`src/rtl/power_mode_pkg.sv`:
```
package power_mode_pkg;

   localparam logic [4:0] REG_BASIC_CONTROL   = 5'h00;
   localparam logic [4:0] REG_FRONTEND_CTRL   = 5'h11;
   localparam logic [4:0] REG_EXPANDED_CTRL   = 5'h18;
   localparam logic [4:0] REG_PHY_CTRL_SECOND = 5'h1f;

   localparam int BIT_SOFT_RESET  = 15;
   localparam int BIT_ANEG_EN     = 12;
   localparam int BIT_POWER_DOWN  = 11;
   localparam int BIT_SLOW_OSC    = 5;
   localparam int BIT_EDPD_DIS_N  = 11;
   localparam int BIT_PSAVE_EN    = 10;

   localparam logic [15:0] BASIC_RESET    = 16'h1000;
   localparam logic [15:0] FRONTEND_RESET = 16'h0000;
   localparam logic [15:0] EXPANDED_RESET = 16'h0800;
   localparam logic [15:0] PHY2_RESET     = 16'h0000;
   localparam logic [15:0] BASIC_WMASK    = 16'hff80;

   localparam int CLOCK_MHZ          = 200;
   localparam int PULSE_NORMAL_US    = 16;
   localparam int PULSE_SLOW_FACTOR  = 8;
   localparam int PULSE_NORMAL_CYC   = PULSE_NORMAL_US * CLOCK_MHZ;

   typedef enum logic [1:0] {
      MODE_NORMAL,
      MODE_PSAVE,
      MODE_EDPD,
      MODE_POWER_DOWN
   } power_mode_t;

   typedef struct packed {
      logic receiver_on;
      logic transmitter_on;
      logic energy_detect_on;
      logic pll_on;
      logic core_on;
      logic ref_clock_input_on;
      logic slow_osc_sel;
   } block_gates_t;

   typedef struct packed {
      logic        wr;
      logic        rd;
      logic [4:0]  addr;
      logic [15:0] wdata;
   } mgmt_req_t;

endpackage

```
`src/rtl/phy_power_mode_control.sv`:
```
`timescale 1ns/1ps
module phy_power_mode_control
   import power_mode_pkg::*;
#(
   parameter int PULSE_SLOW_MULT = PULSE_SLOW_FACTOR
) (
   input  wire logic         clock,
   input  wire logic         rst_n,
   input  wire mgmt_req_t    req,
   output logic [15:0]       rdata,
   input  wire logic         link_up,
   output block_gates_t      gates,
   output power_mode_t       mode,
   output logic              link_pulse,
   output logic              chip_reset
);

   localparam int PULSE_SLOW_CYC = PULSE_NORMAL_CYC * PULSE_SLOW_MULT;
   localparam int CW = $clog2(PULSE_SLOW_CYC + 1);

   // a multiplier below one would make the stretched interval shorter
   if (PULSE_SLOW_MULT < 1) begin : g_bad_mult
      $error("slow pulse multiplier must be >= 1");
   end

   logic [15:0] basic_r, basic_nxt;
   logic [15:0] front_r, front_nxt;
   logic [15:0] exp_r, exp_nxt;
   logic [15:0] phy2_r, phy2_nxt;
   logic        reset_r, reset_nxt;
   logic [CW-1:0] cnt_r, cnt_nxt;
   logic        pulse_r, pulse_nxt;
   block_gates_t gates_r, gates_nxt;
   power_mode_t  mode_r, mode_nxt;
   logic [15:0]  rdata_r, rdata_nxt;

   function automatic logic hit(input logic [4:0] a, input logic [4:0] r);
      return a == r;
   endfunction

   // register file; the management interface stays alive in all modes
   always_comb begin
      basic_nxt = basic_r;
      front_nxt = front_r;
      exp_nxt   = exp_r;
      phy2_nxt  = phy2_r;
      reset_nxt = 1'b0;
      if (req.wr) begin
         if (hit(req.addr, REG_BASIC_CONTROL)) begin
            basic_nxt = req.wdata & BASIC_WMASK;
            basic_nxt[BIT_SOFT_RESET] = 1'b0;
            if (req.wdata[BIT_SOFT_RESET]) begin
               if (basic_r[BIT_POWER_DOWN]) begin
                  // first reset only leaves power-down
                  basic_nxt = basic_r;
                  basic_nxt[BIT_POWER_DOWN] = 1'b0;
               end else begin
                  reset_nxt = 1'b1;
               end
            end
         end else if (hit(req.addr, REG_FRONTEND_CTRL)) begin
            front_nxt = req.wdata;
         end else if (hit(req.addr, REG_EXPANDED_CTRL)) begin
            exp_nxt = req.wdata;
         end else if (hit(req.addr, REG_PHY_CTRL_SECOND)) begin
            phy2_nxt = req.wdata;
         end
      end
      if (reset_r) begin
         basic_nxt = BASIC_RESET;
         front_nxt = FRONTEND_RESET;
         exp_nxt   = EXPANDED_RESET;
         phy2_nxt  = PHY2_RESET;
      end
   end

   always_comb begin
      rdata_nxt = rdata_r;
      if (req.rd) begin
         if (hit(req.addr, REG_BASIC_CONTROL)) begin
            rdata_nxt = basic_r;
         end else if (hit(req.addr, REG_FRONTEND_CTRL)) begin
            rdata_nxt = front_r;
         end else if (hit(req.addr, REG_EXPANDED_CTRL)) begin
            rdata_nxt = exp_r;
         end else if (hit(req.addr, REG_PHY_CTRL_SECOND)) begin
            rdata_nxt = phy2_r;
         end else begin
            rdata_nxt = 16'h0000;
         end
      end
   end

   always_ff @(posedge clock or negedge rst_n) begin
      if (!rst_n) begin
         basic_r <= BASIC_RESET;
         front_r <= FRONTEND_RESET;
         exp_r   <= EXPANDED_RESET;
         phy2_r  <= PHY2_RESET;
         reset_r <= 1'b0;
         rdata_r <= 16'h0000;
      end else begin
         basic_r <= basic_nxt;
         front_r <= front_nxt;
         exp_r   <= exp_nxt;
         phy2_r  <= phy2_nxt;
         reset_r <= reset_nxt;
         rdata_r <= rdata_nxt;
      end
   end

   // mode selection; power-down wins over the link-idle modes
   logic idle_q;
   always_comb begin
      idle_q = basic_r[BIT_ANEG_EN] && !link_up;
      if (basic_r[BIT_POWER_DOWN]) begin
         mode_nxt = MODE_POWER_DOWN;
      end else if (idle_q && !exp_r[BIT_EDPD_DIS_N]) begin
         mode_nxt = MODE_EDPD;
      end else if (idle_q && phy2_r[BIT_PSAVE_EN]) begin
         mode_nxt = MODE_PSAVE;
      end else begin
         mode_nxt = MODE_NORMAL;
      end
   end

   always_comb begin
      gates_nxt = '{default: 1'b1};
      gates_nxt.slow_osc_sel = 1'b0;
      case (mode_nxt)
         MODE_PSAVE: begin
            gates_nxt.receiver_on = 1'b0;
         end
         MODE_EDPD: begin
            gates_nxt.receiver_on = 1'b0;
            gates_nxt.pll_on      = 1'b0;
         end
         MODE_POWER_DOWN: begin
            gates_nxt = '0;
         end
         default: begin
         end
      endcase
      if (front_r[BIT_SLOW_OSC]) begin
         // with power-down also set this is the lowest state
         gates_nxt.ref_clock_input_on = 1'b0;
         gates_nxt.slow_osc_sel       = 1'b1;
      end
   end

   // link pulse timer; interval stretched in energy-detect power-down
   always_comb begin
      cnt_nxt   = cnt_r + 1'b1;
      pulse_nxt = 1'b0;
      if (mode_r == MODE_POWER_DOWN) begin
         cnt_nxt = '0;
      end else if ((mode_r == MODE_EDPD) ?
                   (cnt_r >= CW'(PULSE_SLOW_CYC - 1)) :
                   (cnt_r >= CW'(PULSE_NORMAL_CYC - 1))) begin
         cnt_nxt   = '0;
         pulse_nxt = 1'b1;
      end
   end

   always_ff @(posedge clock or negedge rst_n) begin
      if (!rst_n) begin
         mode_r  <= MODE_NORMAL;
         gates_r <= '{default: 1'b1, slow_osc_sel: 1'b0};
         cnt_r   <= '0;
         pulse_r <= 1'b0;
      end else begin
         mode_r  <= mode_nxt;
         gates_r <= gates_nxt;
         cnt_r   <= cnt_nxt;
         pulse_r <= pulse_nxt;
      end
   end

   assign rdata      = rdata_r;
   assign gates      = gates_r;
   assign mode       = mode_r;
   assign link_pulse = pulse_r;
   assign chip_reset = reset_r;

endmodule // phy_power_mode_control

```
`config.mk`:
```
export PLATFORM = sky130hd
export DESIGN_NAME = phy_power_mode_control
export DESIGN_NICKNAME = d
export VERILOG_FILES = /design/src/rtl/power_mode_pkg.sv /design/src/rtl/phy_power_mode_control.sv
export SDC_FILE = /design/constraint.sdc
export NUM_CORES = 1
export LEC_CHECK = 0
export BUFFER_PORTS_ARGS = -buffer_cell sky130_fd_sc_hd__buf_2
export CAP_MARGIN = 20
export CORE_MARGIN = 4
export CORE_UTILIZATION = 35
export DETAILED_ROUTE_END_ITERATION = 8
export GPL_TIMING_DRIVEN = 1
export PLACE_DENSITY = 0.56
export REMOVE_ABC_BUFFERS = 1
export SLEW_MARGIN = 25
export SYNTH_ARGS = -nofsm -noshare
export SYNTH_HDL_FRONTEND = slang
export SYNTH_SLANG_ARGS = --single-unit
```
`constraint.sdc`:
```
create_clock -name clock -period 4 [get_ports clock]
set_input_delay 0.2 -clock clock [delete_from_list [all_inputs] [get_ports clock]]
set_output_delay 0.2 -clock clock [all_outputs]
set_load 0.03 [all_outputs]
```
# Word level (Yosys, flattened, before mapping)

Cells that the tools add are included.

Register bits after elaboration: 106
Bits in latches: 0
Memory bits (writable): 0
Memory bits (read-only): 0
Input bits: 26
Output and inout port bits: 27
Logic and storage cells: 91
Memories kept: 0

Add/sub/neg operators: 1
Multiply operators: 0
Div/mod/pow operators: 0
Magnitude comparators: 2
Eq/ne operators: 12
Shift-type cells: 0
Multiplexer cells: 41
Bitwise gates (word level): 0
Reduce and logical (&&, ||, !) cells: 18

Operators with widths:

| operator              | count |
|---|---|
| $mux 16               | 24 |
| $mux 15               | 2 |
| $add 15x1->15 const B | 1 |
| $eq 5x5->1 const B    | 3 |
| $ge 15x12->1 const B  | 1 |
| $ge 15x15->1 const B  | 1 |
| $mux 1                | 10 |
| $reduce_bool 2->1     | 5 |
| $eq 2x2->1 const B    | 4 |
| $mux 2                | 4 |
| $ne 2x2->1 const B    | 3 |
| $reduce_and 3->1      | 2 |
| $logic_not 5->1       | 1 |
| $reduce_and 5->1      | 1 |
| $reduce_and 4->1      | 1 |
| $logic_and 1x1->1     | 3 |
| $mux 3                | 1 |
| $ne 3x2->1 const B    | 1 |
| $reduce_or 3->1       | 1 |
| $eq 2x1->1 const B    | 1 |
| $logic_not 1->1       | 2 |
| $reduce_and 2->1      | 1 |
| $reduce_or 2->1       | 1 |

# Logic depth before layout (Yosys ltp)

Word-level depth: 9
Depth in mapped cells: 6
Gate-level depth less buffers: 5

# Worst setup path before layout

OpenSTA, ideal clock, no wires.

Path type: register to register
Start: reg cnt_r[0]
End: reg cnt_r[10]
Setup time: 0.123 ns
Data arrival time: 1.555 ns
Required time: 3.877 ns
Path slack: 2.322 ns
Cell stages (with the launch flop): 7
Buffers on the path: 1
Clock period less this slack: 1.678 ns
Cells stage by stage: dfrtp_1 ha_1 a21oi_1 or4_4 nand3_4 buf_12 a21oi_2

Word-level cells in the longest chain between the ends: 4
Elaborated cells between the ends (all ways): 6
Those cells by class: add/sub (1); order compare (2); mux (3)

Ends and longest elaborated chain:

| what                                                | RTL line                                                     | source |
|---|---|---|
| start, declared                                     | phy_power_mode_control.sv:31                                 | `logic [CW-1:0] cnt_r, cnt_nxt;` |
| start signal, assigned                              | phy_power_mode_control.sv:174                                | `cnt_r <= cnt_nxt;` |
| $ge 15x12->1 / $ge 15x15->1 (equally long branches) | phy_power_mode_control.sv:159, phy_power_mode_control.sv:158 |  |
| $mux 1                                              | phy_power_mode_control.sv:157                                | `end else if ((mode_r == MODE_EDPD) ?` |
| $mux 15 (*)                                         | phy_power_mode_control.sv:157                                |  |
| $mux 15 (*)                                         | phy_power_mode_control.sv:155                                | `if (mode_r == MODE_POWER_DOWN) begin` |
| net cnt_nxt[10]                                     | phy_power_mode_control.sv:31                                 |  |

The timed path passes the listed nets; every way through them passes the cells marked *.
A chain may end at the register's enable or synchronous reset.

# Worst setup path after layout

Start: reg cnt_r[0]
End: reg cnt_r[1]

Same word-level chain as after synthesis.

==> flow_summary.json <==
{
  "pin_count": 53,
  "fin_tns_setup_ps": 0,
  "end_kind": "register",
  "period_needed_ps": 2070,
  "finalHoldViolations": 46,
  "ys.warnings.count": 0,
  "dp_slack_ps": 1630,
  "grt_pass1_wl_um": 18700,
  "worstMarginPinSlew_ps": 876,
  "power_frac_seq": 0.506,
  "ys_types": 44,
  "num_antenna_cells": 0,
  "switching_share": 0.293,
  "skew_ps": 4.93,
  "slew_headroom": 0.416,
  "setup_ws_ps": 1930,
  "fin_total_pwr_mw": 2.46,
  "rsz0062_at_grt": "false",
  "core_um2": 12200,
  "grt_max_degree": 70,
  "io_buffers": 52,
  "crit_chain": "ha_1 > a21oi_1 > o31a_1 > o21ai_2 > buf_4 > a21boi_0",
  "cp_data_arrival_time_ps": 2270,
  "dpl_cell_area_um2": 4790,
  "pwr-share-clk": 0.325,
  "cts_resized": 0,
  "hold_class": "in2async",
  "routed_via_density": 5.15,
  "die-area_um2": 14600,
  "cp_max_fo": 10,
  "drive_gt1_frac": 0.180,
  "grt_overflow_total": 0,
  "ys_ff_latch": 96,
  "rows": 40,
  "nFillCells": 1267,
  "initial_utilization": 0.365,
  "clk_pin_slew_ps": 60,
  "track_usage": 0.165,
  "async_flop_share": 1.00,
  "synth_edf_count": 0,
  "mappedNetlistArea_um2": 4450,
  "violations": "hold timing",
  "die_h_um": 121,
  "seq_area_um2": 2410,
  "critPathMaxStageDelay_ps": 490,
  "dp_hpwl_um": 7050,
  "vias": 3498,
  "dr.pass1.iters": 5,
  "min_period_over_period": 0.517,
  "drc": 0,
  "cts_buffers": 9,
  "p_leak_nw": 2.30,
  "drt_iter0_markers": 301,
  "cts-root-buf": "clkbuf_16",
  "die_width_um": 121,
  "synth_ff_type": "dfrtp_1",
  "area_growth_pct": 13.9,
  "outcome": "finished, violations left",
  "fin_hold_ws_ps": -28.7,
  "synthCells": 471,
  "routabilityCongestion": 0.781,
  "path_delay_family": "compound AO/OA/AOI/OAI gates",
  "fin_area_um2": 5070,
  "power_frac_comb": 0.168,
  "fin_nets": 533,
  "ys_seq_area_frac": 0.541,
  "antenna_found_initial": 0,
  "cts_tree": "built",
  "avgSynthCellArea_um2": 9.45,
  "wirelength_um": 11100,
  "clock_path_buffers": 2,
  "start_kind": "register",
  "power_density_nw_per_um2": 486,
  "max_cap_viol_count": 0,
  "drv_slew": 0,
  "setup_viol": 0,
  "ir_drop_mv": 0.260,
  "wl_per_cell_um": 16.3,
  "max_freq_mhz": 484,
  "ant_nets": 0,
  "path_class": "reg2reg",
  "slowest_stage": "o21ai_2",
  "first_global_vias": 3505,
  "htree_levels": 3,
  "critPathBufInv": 1,
  "multi_input_area_um2": 1870,
  "switching_power_mw": 0.723,
  "cts_sinks": 96,
  "p_int_mw": 1.74,
  "clk_latency_ps": 340,
  "hold_buffers": 0,
  "cts_setup_buffers": 0,
  "required_ps": 4210
}
[worst reg2reg max path, cell delays in order (launching register included)]
cell	delay, ps
dfrtp_1	430
ha_1	270
a21oi_1	80
o31a_1	290
o21ai_2	490
buf_4	270
a21boi_0	90
[state kept, by name, indices dropped and copies added, names as in the netlist]
| register | cells |
|---|---|
| basic_r | 8 |
| rdata | 16 |
| gates | 5 |
| chip_reset | 1 |
| mode | 2 |
| exp_r | 16 |
| link_pulse | 1 |
| phy2_r | 16 |
| front_r | 16 |
| cnt_r | 15 |
[final timing paths]
path | from | to | slack, ps | cells after the start
max in group asynchronous | rst_n | gates[1] | 3110 | 2
max | cnt_r[0] | cnt_r[1] | 1930 | 6
min reg2reg | front_r[5] | gates[0] | 440 | 0
min in group clock | req[4] | phy2_r[4] | 110 | 3
min | rst_n | basic_r[8] | -30 | 1
max reg2reg | cnt_r[0] | cnt_r[1] | 1930 | 6
[cells in the mapped netlist, drive strengths merged (2+ instances only)]
cell type  number  area [um^2]
nand2         111          417
dfrtp          90         2250
a21oi          83          453
nor2           21         78.8
clkbuf         18         67.6
o21ai          18         90.1
buf            13         90.1
nand3          13         77.6
nor2b          11         68.8
and3           10         63.8
xnor2          10         87.6
a222oi          8         80.1
and3b           8         70.1
dfstp           6          158
inv             6         22.5
mux2i           6         60.1
a221oi          5         43.8
nor3            5         30.0
nor4            5         31.3
and2            4         25.0
a2bb2oi         3         26.3
nand4           3         40.0
xor2            3         26.3
nand2b          2         12.5
[power groups by stage]
| stage | clock [mW] | sequential (mW) | combinational [mW] |
|---|---|---|---|
| after floorplan | 0 | 1.31 | 0.220 |
| after global placement | 0 | 1.26 | 0.410 |
| after detailed placement | 0 | 1.26 | 0.420 |
| after CTS | 0.828 | 1.25 | 0.421 |
| after global routing | 0.874 | 1.27 | 0.472 |
| final | 0.802 | 1.25 | 0.415 |
[routing by layer]
layer	global-route usage	vias to the layer above	part of all wire	routed length [um]
met5	0	-	0	0
met4	0.0347	0	0.012	136
met3	0.0463	10	0.049	539
met2	0.273	80	0.50	5550
met1	0.218	1709	0.44	4860
li1	-	1699	-	-
[cells in the final DEF, fill, tap and decap left out, types with 8 or more instances in the layout]
cell / synthesis / final
buf_2: 8 / 51
nand2_1: 111 / 111
and3_1: 9 / 9
nand3_1: 12 / 12
a222oi_1: 8 / 8
nor2b_1: 11 / 11
a21oi_1: 73 / 73
and3b_1: 8 / 8
a21oi_2: 10 / 10
o21ai_0: 9 / 9
xnor2_1: 10 / 10
o21ai_1: 9 / 8
dfrtp_1: 90 / 90
nor2_1: 21 / 21
clkbuf_16: 0 / 9
[logic make-up (layout without fill, tap and decap cells)]
group / after synthesis / in the layout / synth area share
AOI/OAI and AO/OA: 121 / 121 / 0.163
adders and majority gates: 1 / 1 / 0.00281
muxes: 6 / 6 / 0.0135
buffers and inverters: 37 / 77 / 0.0405
DFF: 96 / 96 / 0.541
xor gates and xnor gates: 13 / 13 / 0.0256
and+or+nand+nor: 197 / 197 / 0.213
[area by class of cell]
class	instances	area share
sequential	96	0.475
multi-input combinational	338	0.368
timing repair buffer	55	0.0562
clock buffer	13	0.0513
tap	168	0.0414
inverter	6	0.00444
clock inverter	3	0.00345
[stage by stage]
step,std cells,util
2_1_floorplan,440,-
3_3_place_gp,663,0.392
3_5_place_dp,663,0.392
4_1_cts,679,0.415
5_1_grt,679,0.415
6_report,679,0.415
No activity file was read; power rests on OpenSTA's default activity.
